$ cat src/include/uodc_pkg.sv
// constants, types and register map of the descriptor configuration bank
// Overview of operation
// - mode bit 1 set: pin 9 drives the receive toggle, else general purpose
// - mode bit 0 set: pin 8 drives the transmit toggle, else general purpose
// - low direction byte: bit n one makes pin n output, zero input
// - high direction bits 1:0 set direction of pins 9 and 8
// - cleared mask bit: input change sends an interrupt packet; set suppresses
// - latency rate threshold is 24 bits, lowest address holds least byte
// - vendor code: lower address gives bits 7:0, next gives 15:8
// - product code: lower address gives bits 7:0, next gives 15:8
// - max power byte reported in 2 mA steps; host keeps it within range
// - wake valid set: bmAttributes D5 follows the wake enable bit
// - wake valid clear: wake enable bit never reaches D5
// - power field 00 reports bus powered, 01 or 10 self powered, 11 forbidden; the code reports 11 as bus powered
// - stored direction used only when the direction override bit is set
// - stored threshold used only when the threshold override bit is set
// - descriptor values taken from storage only when their programmed flag is set
package uodc_pkg;
   localparam int NPIN  = 10;
   localparam int NSLOT = 16;
   // register indices, byte address is four times the index
   localparam logic [7:0] IDX_OVERRIDE = 8'h07;
   localparam logic [7:0] IDX_MODE_HI  = 8'h0a;
   localparam logic [7:0] IDX_DIR_LO   = 8'h0b;
   localparam logic [7:0] IDX_DIR_HI   = 8'h0c;
   localparam logic [7:0] IDX_MASK_LO  = 8'h0d;
   localparam logic [7:0] IDX_MASK_HI  = 8'h0e;
   localparam logic [7:0] IDX_THR0     = 8'h0f;
   localparam logic [7:0] IDX_THR1     = 8'h10;
   localparam logic [7:0] IDX_THR2     = 8'h11;
   localparam logic [7:0] IDX_VEND_LO  = 8'h12;
   localparam logic [7:0] IDX_VEND_HI  = 8'h13;
   localparam logic [7:0] IDX_PROD_LO  = 8'h14;
   localparam logic [7:0] IDX_PROD_HI  = 8'h15;
   localparam logic [7:0] IDX_MAXPWR   = 8'h16;
   localparam logic [7:0] IDX_ATTR     = 8'h17;
   localparam logic [7:0] IDX_PROG     = 8'h1e;
   localparam logic [7:0] IDX_CTRL     = 8'h20;
   localparam logic [7:0] IDX_STATUS   = 8'h21;
   localparam logic [7:0] IDX_IRQ_STAT = 8'h22;
   localparam logic [7:0] IDX_IRQ_MASK = 8'h23;
   localparam logic [7:0] IDX_GPIO_OUT = 8'h24;
   localparam logic [7:0] IDX_GPIO_IN  = 8'h25;
   // storage slots, in the same order as the table below
   localparam logic [3:0] SLOT_OVR = 4'h0;
   localparam logic [3:0] SLOT_MODE = 4'h1;
   localparam logic [3:0] SLOT_DIR_LO = 4'h2;
   localparam logic [3:0] SLOT_DIR_HI = 4'h3;
   localparam logic [3:0] SLOT_MASK_LO = 4'h4;
   localparam logic [3:0] SLOT_MASK_HI = 4'h5;
   localparam logic [3:0] SLOT_THR0 = 4'h6;
   localparam logic [3:0] SLOT_THR1 = 4'h7;
   localparam logic [3:0] SLOT_THR2 = 4'h8;
   localparam logic [3:0] SLOT_VEND_LO = 4'h9;
   localparam logic [3:0] SLOT_VEND_HI = 4'ha;
   localparam logic [3:0] SLOT_PROD_LO = 4'hb;
   localparam logic [3:0] SLOT_PROD_HI = 4'hc;
   localparam logic [3:0] SLOT_MAXPWR = 4'hd;
   localparam logic [3:0] SLOT_ATTR = 4'he;
   localparam logic [3:0] SLOT_PROG = 4'hf;
   localparam logic [3:0] SLOT_LAST = 4'hf;
   localparam logic [NSLOT-1:0][7:0] IDX_OF_SLOT = {
      IDX_PROG, IDX_ATTR, IDX_MAXPWR, IDX_PROD_HI, IDX_PROD_LO, IDX_VEND_HI, IDX_VEND_LO,
      IDX_THR2, IDX_THR1, IDX_THR0, IDX_MASK_HI, IDX_MASK_LO, IDX_DIR_HI, IDX_DIR_LO,
      IDX_MODE_HI, IDX_OVERRIDE};
   // storage reset values, only the mode byte is non-zero
   localparam logic [7:0] MODE_HI_RST = 8'h03;
   localparam logic [NSLOT-1:0][7:0] SLOT_RST = {{14{8'h00}}, MODE_HI_RST, 8'h00};
   // field positions
   localparam int OVR_MODE_BIT   = 1;
   localparam int OVR_DIR_BIT    = 2;
   localparam int OVR_MASK_BIT   = 3;
   localparam int OVR_THR_BIT    = 4;
   localparam int PROG_VEND_BIT  = 0;
   localparam int PROG_PROD_BIT  = 1;
   localparam int PROG_PWR_BIT   = 2;
   localparam int PROG_ATTR_BIT  = 3;
   localparam int MODE_TX_BIT    = 0;
   localparam int MODE_RX_BIT    = 1;
   localparam int ATTR_WAKE_VALID = 2;
   localparam int ATTR_WAKE_EN   = 3;
   localparam int BM_WAKE_BIT    = 5;
   localparam int BM_SELF_BIT    = 6;
   localparam int TX_PIN         = 8;
   localparam int RX_PIN         = 9;
   localparam logic [1:0] PWR_SELF_A = 2'b01;
   localparam logic [1:0] PWR_SELF_B = 2'b10;
   localparam logic [7:0] BM_BASE    = 8'h80;
   // built-in driver mode defaults
   localparam logic [7:0]  DEF_MODE    = 8'h03;
   localparam logic [9:0]  DEF_DIR     = 10'h000;
   localparam logic [9:0]  DEF_MASK    = 10'h000;
   localparam logic [23:0] DEF_THR     = 24'h000000;
   localparam logic [15:0] DEF_VENDOR  = 16'h1234; // arbitrary value
   localparam logic [15:0] DEF_PRODUCT = 16'h5678; // arbitrary value
   localparam logic [7:0]  DEF_MAXPWR  = 8'h32;
   localparam logic [7:0]  DEF_ATTR    = 8'h00;
   // control, status and interrupt fields
   localparam int CTRL_RELOAD_BIT = 0;
   localparam int STAT_BUSY_BIT   = 0;
   localparam int STAT_READY_BIT  = 1;
   localparam int IRQ_W           = 2;
   localparam int IRQ_LOAD_BIT    = 0;
   localparam int IRQ_PIN_BIT     = 1;
   typedef struct packed {
      logic [15:0] vendor;
      logic [15:0] product;
      logic [7:0]  max_power;
      logic [7:0]  attributes;
   } uodc_desc_t;
   typedef struct packed {
      logic [9:0] dir;
      logic [9:0] mask;
      logic       rx_tog_sel;
      logic       tx_tog_sel;
   } uodc_pincfg_t;
endpackage

$ cat src/hdl/uodc_store.sv
// byte storage of the configuration bank, one flip-flop byte per slot
module uodc_store (
   // clock and reset
   input  wire logic       clk,
   input  wire logic       rst,
   // write port
   input  wire logic       wr_en,
   input  wire logic [3:0] wr_slot,
   input  wire logic [7:0] wr_data,
   // read port
   input  wire logic [3:0] rd_slot,
   output logic      [7:0] rd_data
);
   logic [uodc_pkg::NSLOT-1:0][7:0] mem_q;

   for (genvar s = 0; s < uodc_pkg::NSLOT; s++) begin : g_slot
      always_ff @(posedge clk) begin
         if (rst) begin
            mem_q[s] <= uodc_pkg::SLOT_RST[s];
         end else if (wr_en && wr_slot == 4'(s)) begin
            mem_q[s] <= wr_data;
         end
      end
   end

   assign rd_data = mem_q[rd_slot];
endmodule

$ cat src/hdl/uodc_top.sv
// configuration bank with apb access, loader, pin control and descriptor values
module uodc_top (
   // clock and reset
   input  wire logic                  MCLK,
   input  wire logic                  RST,
   // apb slave
   input  wire logic                  PSEL,
   input  wire logic                  PENABLE,
   input  wire logic                  PWRITE,
   input  wire logic [11:0]           PADDR,
   input  wire logic [31:0]           PWDATA,
   output logic      [31:0]           PRDATA,
   output logic                       PREADY,
   output logic                       PSLVERR,
   // general purpose pins
   input  wire logic [9:0]            GPIO_I,
   output logic      [9:0]            GPIO_O,
   output logic      [9:0]            GPIO_OE_N,
   // uart activity
   input  wire logic                  TX_ACTIVITY,
   input  wire logic                  RX_ACTIVITY,
   // interrupt packet request
   output logic                       PIN_CHANGE_PKT,
   output logic      [9:0]            PIN_CHANGE_LEVELS,
   // descriptor values for enumeration
   output uodc_pkg::uodc_desc_t       DESC,
   output logic                       DESC_READY,
   output logic      [23:0]           LATENCY_RATE_THRESHOLD,
   // interrupt
   output logic                       IRQ
);
   typedef enum logic [1:0] {LD_IDLE, LD_RUN, LD_APPLY} uodc_ld_t;

   uodc_ld_t                        ld_state_q;
   logic [3:0]                      ld_slot_q;
   logic [uodc_pkg::NSLOT-1:0][7:0] img_q;
   logic [7:0]                      store_rd;
   logic [3:0]                      rd_slot;
   logic                            busy;
   logic [31:0]                     prdata_q;
   logic                            pready_q;
   logic                            pslverr_q;
   logic [31:0]                     rd_word;
   logic                            rd_err;
   logic [4:0]                      hit;
   logic                            wr_fire;
   logic                            bank_wr;
   logic                            reload_req;
   uodc_pkg::uodc_desc_t            desc_q;
   uodc_pkg::uodc_desc_t            desc_d;
   uodc_pkg::uodc_pincfg_t          pincfg_q;
   uodc_pkg::uodc_pincfg_t          pincfg_d;
   logic [23:0]                     thr_q;
   logic [23:0]                     thr_d;
   logic                            ready_q;
   logic [9:0]                      gpio_in_q;
   logic [9:0]                      gpio_out_q;
   logic [9:0]                      gpio_sel;
   logic [9:0]                      chg;
   logic [9:0]                      gpio_o_q;
   logic [9:0]                      gpio_oe_n_q;
   logic                            tx_tog_q;
   logic                            rx_tog_q;
   logic                            pkt_q;
   logic [9:0]                      levels_q;
   logic [uodc_pkg::IRQ_W-1:0]      irq_stat_q;
   logic [uodc_pkg::IRQ_W-1:0]      irq_stat_d;
   logic [uodc_pkg::IRQ_W-1:0]      irq_mask_q;
   logic [uodc_pkg::IRQ_W-1:0]      irq_set;
   logic                            irq_q;

   // slot lookup from register index, msb flags a hit
   function automatic logic [4:0] slot_of(input logic [7:0] idx);
      logic [4:0] r;
      r = 5'h00;
      for (int i = 0; i < uodc_pkg::NSLOT; i++) begin
         if (idx == uodc_pkg::IDX_OF_SLOT[i]) begin
            r = {1'b1, 4'(i)};
         end
      end
      return r;
   endfunction

   // power field and wake bits into bmAttributes
   function automatic logic [7:0] build_bm(input logic [7:0] attr);
      logic [7:0] bm;
      bm = uodc_pkg::BM_BASE;
      bm[uodc_pkg::BM_SELF_BIT] = (attr[1:0] == uodc_pkg::PWR_SELF_A) ||
                                  (attr[1:0] == uodc_pkg::PWR_SELF_B);
      bm[uodc_pkg::BM_WAKE_BIT] = attr[uodc_pkg::ATTR_WAKE_VALID] &
                                  attr[uodc_pkg::ATTR_WAKE_EN];
      return bm;
   endfunction

   assign busy    = (ld_state_q != LD_IDLE);
   assign hit     = slot_of(PADDR[9:2]);
   assign rd_slot = busy ? ld_slot_q : hit[3:0];
   assign wr_fire = PSEL & PENABLE & pready_q & PWRITE & ~pslverr_q;
   assign bank_wr = wr_fire & hit[4];
   assign reload_req = wr_fire && PADDR[9:2] == uodc_pkg::IDX_CTRL &&
                       PWDATA[uodc_pkg::CTRL_RELOAD_BIT];

   uodc_store u_store (
      .clk     (MCLK),
      .rst     (RST),
      .wr_en   (bank_wr),
      .wr_slot (hit[3:0]),
      .wr_data (PWDATA[7:0]),
      .rd_slot (rd_slot),
      .rd_data (store_rd)
   );

   // read data and unmapped decode
   always_comb begin
      rd_word = 32'h00000000;
      rd_err  = 1'b0;
      if (PADDR[11:10] != 2'b00 || PADDR[1:0] != 2'b00) begin
         rd_err = 1'b1;
      end else if (hit[4]) begin
         rd_word = {24'h000000, store_rd};
      end else begin
         case (PADDR[9:2])
            uodc_pkg::IDX_CTRL:     rd_word = 32'h00000000;
            uodc_pkg::IDX_STATUS:   rd_word = {30'h00000000, ready_q, busy};
            uodc_pkg::IDX_IRQ_STAT: rd_word = {30'h00000000, irq_stat_q};
            uodc_pkg::IDX_IRQ_MASK: rd_word = {30'h00000000, irq_mask_q};
            uodc_pkg::IDX_GPIO_OUT: rd_word = {22'h000000, gpio_out_q};
            uodc_pkg::IDX_GPIO_IN:  rd_word = {22'h000000, gpio_in_q};
            default:                rd_err  = 1'b1;
         endcase
      end
   end

   // apb handshake, answers only while the loader is idle
   always_ff @(posedge MCLK) begin
      if (RST) begin
         pready_q  <= 1'b0;
         pslverr_q <= 1'b0;
         prdata_q  <= 32'h00000000;
      end else if (PSEL && PENABLE && pready_q) begin
         pready_q  <= 1'b0;
         pslverr_q <= 1'b0;
      end else if (PSEL && !pready_q && !busy) begin
         pready_q  <= 1'b1;
         pslverr_q <= rd_err;
         prdata_q  <= PWRITE ? 32'h00000000 : rd_word;
      end
   end

   // loader walks every slot into the image
   always_ff @(posedge MCLK) begin
      if (RST) begin
         ld_state_q <= LD_RUN;
         ld_slot_q  <= 4'h0;
      end else begin
         case (ld_state_q)
            LD_IDLE: begin
               if (reload_req) begin
                  ld_state_q <= LD_RUN;
                  ld_slot_q  <= 4'h0;
               end
            end
            LD_RUN: begin
               ld_slot_q <= ld_slot_q + 4'h1;
               if (ld_slot_q == uodc_pkg::SLOT_LAST) begin
                  ld_state_q <= LD_APPLY;
               end
            end
            LD_APPLY: ld_state_q <= LD_IDLE;
            default:  ld_state_q <= LD_IDLE;
         endcase
      end
   end

   always_ff @(posedge MCLK) begin
      if (RST) begin
         img_q <= '0;
      end else if (ld_state_q == LD_RUN) begin
         img_q[ld_slot_q] <= store_rd;
      end
   end

   // working values from the loaded image
   always_comb begin
      logic [7:0] ovr;
      logic [7:0] prog;
      logic [7:0] mode;
      logic [7:0] attr;
      ovr  = img_q[uodc_pkg::SLOT_OVR];
      prog = img_q[uodc_pkg::SLOT_PROG];
      mode = ovr[uodc_pkg::OVR_MODE_BIT] ? img_q[uodc_pkg::SLOT_MODE] : uodc_pkg::DEF_MODE;
      attr = prog[uodc_pkg::PROG_ATTR_BIT] ? img_q[uodc_pkg::SLOT_ATTR] : uodc_pkg::DEF_ATTR;
      pincfg_d.rx_tog_sel = mode[uodc_pkg::MODE_RX_BIT];
      pincfg_d.tx_tog_sel = mode[uodc_pkg::MODE_TX_BIT];
      pincfg_d.dir = ovr[uodc_pkg::OVR_DIR_BIT] ?
                     {img_q[uodc_pkg::SLOT_DIR_HI][1:0], img_q[uodc_pkg::SLOT_DIR_LO]} :
                     uodc_pkg::DEF_DIR;
      pincfg_d.mask = ovr[uodc_pkg::OVR_MASK_BIT] ?
                      {img_q[uodc_pkg::SLOT_MASK_HI][1:0], img_q[uodc_pkg::SLOT_MASK_LO]} :
                      uodc_pkg::DEF_MASK;
      thr_d = ovr[uodc_pkg::OVR_THR_BIT] ?
              {img_q[uodc_pkg::SLOT_THR2], img_q[uodc_pkg::SLOT_THR1],
               img_q[uodc_pkg::SLOT_THR0]} : uodc_pkg::DEF_THR;
      desc_d.vendor = prog[uodc_pkg::PROG_VEND_BIT] ?
                      {img_q[uodc_pkg::SLOT_VEND_HI], img_q[uodc_pkg::SLOT_VEND_LO]} :
                      uodc_pkg::DEF_VENDOR;
      desc_d.product = prog[uodc_pkg::PROG_PROD_BIT] ?
                       {img_q[uodc_pkg::SLOT_PROD_HI], img_q[uodc_pkg::SLOT_PROD_LO]} :
                       uodc_pkg::DEF_PRODUCT;
      desc_d.max_power = prog[uodc_pkg::PROG_PWR_BIT] ?
                         img_q[uodc_pkg::SLOT_MAXPWR] : uodc_pkg::DEF_MAXPWR;
      desc_d.attributes = build_bm(attr);
   end

   always_ff @(posedge MCLK) begin
      if (RST) begin
         desc_q   <= '0;
         thr_q    <= 24'h000000;
         pincfg_q <= '{dir: 10'h000, mask: 10'h3ff, rx_tog_sel: 1'b0, tx_tog_sel: 1'b0};
         ready_q  <= 1'b0;
      end else if (ld_state_q == LD_APPLY) begin
         desc_q   <= desc_d;
         thr_q    <= thr_d;
         pincfg_q <= pincfg_d;
         ready_q  <= 1'b1;
      end else if (reload_req) begin
         ready_q  <= 1'b0;
      end
   end

   // activity toggles
   always_ff @(posedge MCLK) begin
      if (RST) begin
         tx_tog_q <= 1'b0;
         rx_tog_q <= 1'b0;
      end else begin
         tx_tog_q <= tx_tog_q ^ TX_ACTIVITY;
         rx_tog_q <= rx_tog_q ^ RX_ACTIVITY;
      end
   end

   // pin drivers and change detection
   assign gpio_sel = {~pincfg_q.rx_tog_sel, ~pincfg_q.tx_tog_sel, 8'hff};
   assign chg = (GPIO_I ^ gpio_in_q) & ~pincfg_q.dir & ~pincfg_q.mask & gpio_sel &
                {10{ready_q}};

   for (genvar p = 0; p < uodc_pkg::NPIN; p++) begin : g_pin
      always_ff @(posedge MCLK) begin
         if (RST) begin
            gpio_o_q[p]    <= 1'b0;
            gpio_oe_n_q[p] <= 1'b1;
         end else if (!gpio_sel[p]) begin
            gpio_o_q[p]    <= (p == uodc_pkg::RX_PIN) ? rx_tog_q : tx_tog_q;
            gpio_oe_n_q[p] <= 1'b0;
         end else begin
            gpio_o_q[p]    <= gpio_out_q[p];
            gpio_oe_n_q[p] <= ~pincfg_q.dir[p];
         end
      end
   end

   always_ff @(posedge MCLK) begin
      if (RST) begin
         gpio_in_q <= 10'h000;
         pkt_q     <= 1'b0;
         levels_q  <= 10'h000;
      end else begin
         gpio_in_q <= GPIO_I;
         pkt_q     <= |chg;
         if (|chg) begin
            levels_q <= GPIO_I;
         end
      end
   end

   // software registers
   always_ff @(posedge MCLK) begin
      if (RST) begin
         gpio_out_q <= 10'h000;
         irq_mask_q <= '0;
      end else if (wr_fire) begin
         if (PADDR[9:2] == uodc_pkg::IDX_GPIO_OUT) begin
            gpio_out_q <= PWDATA[9:0];
         end
         if (PADDR[9:2] == uodc_pkg::IDX_IRQ_MASK) begin
            irq_mask_q <= PWDATA[uodc_pkg::IRQ_W-1:0];
         end
      end
   end

   // sticky events, set wins over write one to clear
   always_comb begin
      irq_set = '0;
      irq_set[uodc_pkg::IRQ_LOAD_BIT] = (ld_state_q == LD_APPLY);
      irq_set[uodc_pkg::IRQ_PIN_BIT]  = |chg;
      irq_stat_d = irq_stat_q;
      if (wr_fire && PADDR[9:2] == uodc_pkg::IDX_IRQ_STAT) begin
         irq_stat_d = irq_stat_q & ~PWDATA[uodc_pkg::IRQ_W-1:0];
      end
      irq_stat_d = irq_stat_d | irq_set;
   end

   always_ff @(posedge MCLK) begin
      if (RST) begin
         irq_stat_q <= '0;
         irq_q      <= 1'b0;
      end else begin
         irq_stat_q <= irq_stat_d;
         irq_q      <= |(irq_stat_d & irq_mask_q);
      end
   end

   assign PRDATA                 = prdata_q;
   assign PREADY                 = pready_q;
   assign PSLVERR                = pslverr_q;
   assign GPIO_O                 = gpio_o_q;
   assign GPIO_OE_N              = gpio_oe_n_q;
   assign PIN_CHANGE_PKT         = pkt_q;
   assign PIN_CHANGE_LEVELS      = levels_q;
   assign DESC                   = desc_q;
   assign DESC_READY             = ready_q;
   assign LATENCY_RATE_THRESHOLD = thr_q;
   assign IRQ                    = irq_q;
endmodule

$ cat config.mk
export PLATFORM = sky130hd
export DESIGN_NAME = uodc_top
export DESIGN_NICKNAME = d
export VERILOG_FILES = /design/src/include/uodc_pkg.sv /design/src/hdl/uodc_store.sv /design/src/hdl/uodc_top.sv
export SDC_FILE = /design/constraint.sdc
export NUM_CORES = 1
export LEC_CHECK = 0
export ABC_AREA = 1
export BUFFER_PORTS_ARGS = -buffer_cell sky130_fd_sc_hd__buf_4
export CAP_MARGIN = 20
export CORE_AREA = 4 4 195 197
export DETAILED_ROUTE_END_ITERATION = 10
export DIE_AREA = 0 0 199 201
export GPL_TIMING_DRIVEN = 0
export PLACE_DENSITY_LB_ADDON = 0.05
export REMOVE_ABC_BUFFERS = 1
export SLEW_MARGIN = 20
export SYNTH_ARGS = -nofsm -noshare
export SYNTH_HDL_FRONTEND = slang
export SYNTH_HIERARCHICAL = 1
export SYNTH_SLANG_ARGS = --single-unit
$ cat constraint.sdc
create_clock -name MCLK -period 2.7 [get_ports MCLK]
set_input_delay 0.135 -clock MCLK [delete_from_list [all_inputs] [get_ports MCLK]]
set_output_delay 0.135 -clock MCLK [all_outputs]
set_load 0.02 [all_outputs]
==> results of run 1 <==
[registers in the layout, summed over array words and instances, names as in the netlist, 2 cells and up]
register / count
irq_mask_q: 2
ld_slot_q: 4
DESC: 43
GPIO_O: 10
u_store/mem_q: 128
pincfg_q: 22
irq_stat_q: 2
PRDATA: 10
GPIO_OE_N: 10
PIN_CHANGE_LEVELS: 10
gpio_out_q: 10
ld_state_q: 2
img_q: 98
LATENCY_RATE_THRESHOLD: 24
gpio_in_q: 10
[per-stage QoR]
step,std cells,hold WS (ns)
2_1_floorplan,2084,0.197
3_3_place_gp,2702,0.369
3_5_place_dp,2713,0.375
4_1_cts,2820,0.0137
5_1_grt,2839,0.0523
6_report,2839,0.0382
[kinds of logic (layout without fill, tap and decap cells)]
| group | after synthesis | in the layout | share of synthesized area, % |
|---|---|---|---|
| compound gates | 565 | 565 | 18.0 |
| xor+xnor | 3 | 3 | 0.162 |
| fa+ha+maj | 4 | 4 | 0.309 |
| buf+inv | 398 | 531 | 10.2 |
| flops | 392 | 392 | 48.4 |
| other cells | 1 | 27 | 0.0231 |
| simple gates | 847 | 849 | 22.9 |
[layout make-up]
cell class                 count  area [sq um]  area share, %
timing repair buffer         208          1860           9.47
inverter                     246           953           4.86
multi-input combinational   1448          7020           35.7
tap                          468           586           2.98
clock buffer                  68          1310           6.68
clock inverter                 9          60.1          0.306
sequential                   392          7850           40.0
[worst max-delay path by stage]
stage                  start           endpoint  slack [ns]  cells after the start
3_3_place_gp   ld_state_q[1]          img_q[16]      -11.86                     10
2_1_floorplan  ld_state_q[1]          img_q[17]       -5.09                     10
5_1_grt               PREADY  u_store/mem_q[84]       -0.12                      9
6_report       ld_state_q[1]          img_q[49]        0.12                     14
3_5_place_dp        PADDR[7]          PRDATA[1]       -1.59                     18
4_1_cts             PADDR[7]          img_q[18]        0.01                     18
[where the power goes]
group | total [W] | switching [W] | internal, W | leakage [nW]
logic | 0.00113 | 0.000782 | 0.000348 | 4.29
registers | 0.00588 | 0.0000433 | 0.00584 | 3.16
clock network | 0.00568 | 0.00235 | 0.00333 | 0.681
total | 0.0127 | 0.00317 | 0.00951 | 8.14
[metal layers]
metal	wire (um)	part of all wire (%)	vias up	track usage, %
li1	-	-	7388	-
met1	22400	47	6821	32.8
met2	21800	45	410	35.8
met3	2580	5.4	74	3.36
met4	1200	2.5	0	6.01
met5	0	0	-	0
[what timing repair did]
item,in CTS,in global routing
setup buffers,10,17
hold buffers,20,0
gates cloned,0,2
hold endpoints to repair,28,0
pin swaps,5,9
gates resized for setup,25,14
endpoints found under the setup margin,141,209
[worst max-delay path, delay by kind of cell, from the launching register on]
kind                   cells  cell delay, ns
and+or+nand+nor            8            1.15
buffers and inverters      4            0.65
DFF                        1            0.39
AOI/OAI and AO/OA          2            0.26
[placed cells by master, fill, tap and decap left out, drive strengths merged, types with 7 or more instances in the layout]
master	instances
o32ai	8
dlygate4sd3	20
nand2	316
inv	241
nor2	315
o21ai	298
clkinv	12
conb	27
nand3	205
clkbuf	69
o22ai	7
nor3	7
a22oi	10
a21oi	230
buf	187
dfxtp	392
==> run_results.csv, run 1 <==
group,metric,value,unit
outcome,status,"complete, no violations",
critical_path,cpPeakStageDelay,0.39,ns
critical_path,crit_fanout,27,
critical_path,cp_cell_sequence,"nor2_4 -> nand2_2 -> o21ai_4 -> buf_12 -> buf_16 -> o21ai_0 -> nand2_1 -> nand3_1 -> nand3_1 -> nand2_8 -> buf_12 -> buf_4 -> nor2_1 -> nor2_1",
synth,async_flop_share,0,%
die,rows,70,
power_and_ir_drop,leakage,8.14,nW
critical_path,worstReg2RegStart,"ld_state_q[1]",
place,dp_slack,-1.59,ns
synth,yosysMostFrequentCell,"dfxtp_1",
timing,finalSetupTns,0,ns
place,dpl.hpwl,29200,um
routing,post_drt_wl_per_cell,16.9,um
synth,synth-seq-cells,392,
die,coreArea,36300,sq um
final_layout,n_antenna_cell,0,
clocking,clock_path_buffers,3,
timing,worst_pin_slew,1.02,ns
critical_path,cp.arrival,3.00,ns
final_layout,syn2layout_area_growth,21.1,%
routing,ant_nets,0,
timing,slew_viol_final,0,
timing,period_share,95.4,%
critical_path,r2r_end,"img_q[49]",
timing,setup_violations,0,
die,initial_utilization,44.7,%
routing,drc,0,
place,placed_cell_area,17600,sq um
synth,yosysSeqAreaShare,48.4,%
die,die_x,199,um
place,portBuffers,150,
synth,postSynthCellCount,2210,
synth,synth-edff-count,0,
clocking,clk_pin_slew,0.06,ns
critical_path,cp.required,3.13,ns
global_route,globalRouteTotalUtil,22.8,%
synth,yosys-top-cells-count,"392 x dfxtp_1, 302 x nand2_1, 292 x o21ai_0",
timing,skew,0.0132,ns
routing,first_iter_violations,1045,
place,place.gp.congestion,0.837,
routing,first_pass_iters,5,
clocking,htreeDepth,2,
global_route,gr-total-overflow,0,
critical_path,end_kind,"flip-flop",
power_and_ir_drop,power.total,0.0127,W
power_and_ir_drop,p_per_area,646,nW/um^2
final_layout,layout.nets,2404,
synth,ys.flop_type,"dfxtp_1",
timing,fmaxAchievable,388,MHz
critical_path,critPathKind,"reg -> reg",
flow_run,max_cap_violations,0,
synth,ys_top_cells_by_area,"dfxtp_1 48%, o21ai_0 9.0%, a21oi_1 7.1%",
global_route,grt_pass1_wl,74300,um
synth,netlist_area,16200,sq um
routing,wirelength,48000,um
global_route,antenna_found_initial,0,
final_layout,fin_area,19600,sq um
clocking,cts_buffers,43,
clocking,cts_sinks,392,
synth,ys_types,41,
power_and_ir_drop,ir_drop,0.398,mV
critical_path,start_kind,"flip-flop",
min_path,hold_path_class,"in -> reg",
critical_path,reg2reg_slack,0.12,ns
timing,relSlewSlack,31.8,%
critical_path,crit_slowest_cell,"dfxtp_1",
die,die-area,40000,sq um
die,die_h,201,um
final_layout,drive_above_1_share,15.1,%
final_layout,final_core_util,54.2,%
routing,vias,14693,
timing,hold_violations,0,
clocking,tritoncts,"done",
timing,rsz0062_at_grt,"true",
timing,fin_ws,0.124,ns
global_route,grt_max_degree,111,
synth,netlist.area_leader.share,48.4,%
min_path,holdPathStages,4,
clocking,worstSkewPairLatency,0.55,ns
global_route,grt_pass1_vias,13563,
min_path,hold_start,"PENABLE",
critical_path,reg2reg_depth,14,
synth,yosysTopAreaCell,"dfxtp_1",
clocking,root_buffer,"clkbuf_16",
die,ioPinCount,200,
timing,layout_min_cycle_time,2.58,ns
routing,vias_per_cell,5.18,
synth,syn_avg_cell_area,7.34,sq um
min_path,min_to,"PREADY",
final_layout,fillers,3430,
synth,synth_warnings,6,
Note: power is estimated with default switching activity, not from simulation.
==> inputs of run 2 (changes only) <==
==> constraint.sdc (replaced) <==
create_clock -name MCLK -period 2.7 [get_ports MCLK]
set_input_delay 0.405 -clock MCLK [delete_from_list [all_inputs] [get_ports MCLK]]
set_output_delay 0.405 -clock MCLK [all_outputs]
set_load 0.02 [all_outputs]
==> run 2 against run 1 <==
Non-clock buffer count shrank 8. Combinational power rose by 4%. Hold slack better by 0.054 ns. Utilization increased by 0.23 points. Cell area rose by 0.43%. First-iteration DRC count decreased by 10%. Sequential cell count unchanged. Routed wire length is 1.5% higher. Maximum frequency is 1.4% lower. Sequential power barely moved. Largest cell class unchanged. Largest power group unchanged. Highest routed layer unchanged.
==> run_results.csv, run 2 (same netlist as run 1, synthesis figures left out) <==
group,metric,value,unit
global_route,gr-total-overflow,0,
final_layout,regArea,7850,sq um
clocking,tritoncts,"done",
final_layout,final_core_util,54.4,%
critical_path,r2r_end,"img_q[21]",
final_layout,syn2layout_area_growth,21.6,%
critical_path,critPathKind,"in -> reg",
final_layout,fillers,3446,
global_route,globalRouteTotalUtil,23.0,%
timing,worst_pin_slew,1.02,ns
final_layout,regMostFlops,"u_store/mem_q",
clocking,clk_pin_slew,0.06,ns
timing,relSlewSlack,32.2,%
final_layout,final_cell_mix,"392 x dfxtp_1, 289 x nand2_1, 288 x o21ai_0, 286 x nor2_1, 228 x a21oi_1",
die,coreArea,36300,sq um
critical_path,start_kind,"primary input",
die,die-area,40000,sq um
clocking,htreeDepth,2,
min_path,hold_path_class,"in -> reg",
place,dpl.hpwl,29200,um
routing,first_iter_violations,939,
die,initial_utilization,44.7,%
timing,slew_viol_final,0,
timing,hold_violations,0,
clocking,root_buffer,"clkbuf_16",
critical_path,end_kind,"flip-flop",
clocking,worstSkewPairLatency,0.55,ns
timing,skew,0.0110,ns
die,die_h,201,um
min_path,hold_start,"GPIO_I[0]",
global_route,antenna_found_initial,0,
routing,ant_nets,0,
clocking,clock_path_buffers,3,
final_layout,largest_reg_flops,128,
die,ioPinCount,200,
final_layout,layout.nets,2400,
die,die_x,199,um
clocking,cts_buffers,43,
routing,wirelength,48700,um
timing,fmaxAchievable,383,MHz
timing,rsz0062_at_grt,"true",
timing,period_share,96.8,%
place,place_inst,2713,
die,rows,70,
flow_run,max_cap_violations,0,
routing,first_pass_iters,5,
global_route,grt_pass1_vias,13570,
power_and_ir_drop,leakage,8.17,nW
final_layout,multi_input_area,7170,sq um
routing,vias_per_cell,5.15,
place,place.gp.congestion,0.837,
global_route,grt_max_degree,111,
final_layout,fin_area,19700,sq um
critical_path,crit_fanout,13,
timing,setup_violations,0,
critical_path,cp.arrival,3.03,ns
timing,layout_min_cycle_time,2.61,ns
place,portBuffers,150,
final_layout,final_common_cell,"dfxtp_1",
global_route,grt_pass1_wl,74600,um
clocking,holdBufCountCts,0,
routing,post_drt_wl_per_cell,17.2,um
routing,drc,0,
critical_path,cp.required,3.12,ns
min_path,holdPathStages,3,
final_layout,fin_cells,2835,
critical_path,worstReg2RegStart,"ld_state_q[1]",
outcome,status,"complete, no violations",
clocking,cts_sinks,392,
final_layout,drive_above_1_share,16.3,%
power_and_ir_drop,p_per_area,646,nW/um^2
critical_path,reg2reg_slack,0.16,ns
critical_path,reg2reg_depth,12,
power_and_ir_drop,ir_drop,0.415,mV
final_layout,n_antenna_cell,0,
min_path,min_to,"gpio_in_q[0]",
place,placed_cell_area,17600,sq um
routing,vias,14598,
-- run 2: cell types whose count changed in the layout (fill, tap and decap cells not counted), moves of 4 or more --
cell           before  now
buf_12              7   11
buf_4             170  178
dlygate4sd3_1      20    0
nand3_1           190  181
nand3_4             2    9
-- run 2: layer usage --
metal / part of all wire (%) / GRT usage [%]
met1: 46 / 32.8
met2: 45 / 35.8
met3: 5.4 / 3.54
met4: 3.0 / 7.06
met5: 0 / 0
-- run 2: repair_timing --
item	in CTS	in global routing
pin swaps	6	12
buffers inserted	16	23
resized for setup	34	32
endpoints found under the setup margin	141	207
gates cloned	2	5
-- run 2: final cells by class --
type | instances | area share [%]
tap | 468 | 2.97
sequential | 392 | 39.8
timing repair buffer | 200 | 9.02
multi-input combinational | 1451 | 36.3
timing repair inverter | 1 | 0.0444
clock inverter | 9 | 0.305
inverter | 246 | 4.89
clock buffer | 68 | 6.65
-- run 2: power breakdown --
group | leakage, nW | internal, W | total [W] | switching, W
sequential | 3.16 | 0.00584 | 0.00588 | 0.0000428
clock | 0.681 | 0.00333 | 0.00568 | 0.00235
combinational | 4.32 | 0.000361 | 0.00117 | 0.000811
-- run 2: how the worst max path moves through the flow --
stage                  start           endpoint  slack [ns]  depth (start not counted)
2_1_floorplan  ld_state_q[1]          img_q[17]       -5.09                         10
3_3_place_gp   ld_state_q[1]          img_q[16]      -11.86                         10
3_5_place_dp        PADDR[7]          PRDATA[1]       -1.86                         18
4_1_cts             PADDR[7]          PRDATA[1]        0.03                         22
5_1_grt               PREADY  u_store/mem_q[40]       -0.09                          9
6_report            PADDR[7]          img_q[21]        0.09                         21
-- run 2: per-stage QoR --
step                setup WS [ns]  hold slack (ns)  power [W]  setup TNS (ns)
floorplan                   -5.09            0.366    0.00649         -530.79
global placement           -11.86            0.375    0.00691        -1675.74
detailed placement          -1.86            0.378    0.00692         -207.57
CTS                        0.0295           0.0726     0.0127               0
global route              -0.0887           0.0903     0.0132           -1.39
finish                     0.0863           0.0924     0.0127               0
-- run 2: worst max-delay path: stages --
cell and delay, ns:
buf_4 0.11, inv_1 0.06, nand2_1 0.10, nor2_4 0.24, nand3_4 0.12, inv_1 0.07
nor2_1 0.04, nand4_1 0.06, nor2_1 0.06, nand2_2 0.15, nand2_1 0.12, o21ai_4 0.17
clkbuf_16 0.23, buf_4 0.13, nand2_1 0.05, nand3_1 0.08, nand3_1 0.16, nand3_4 0.19
nand2_8 0.12, o21ai_0 0.26, a21oi_1 0.08
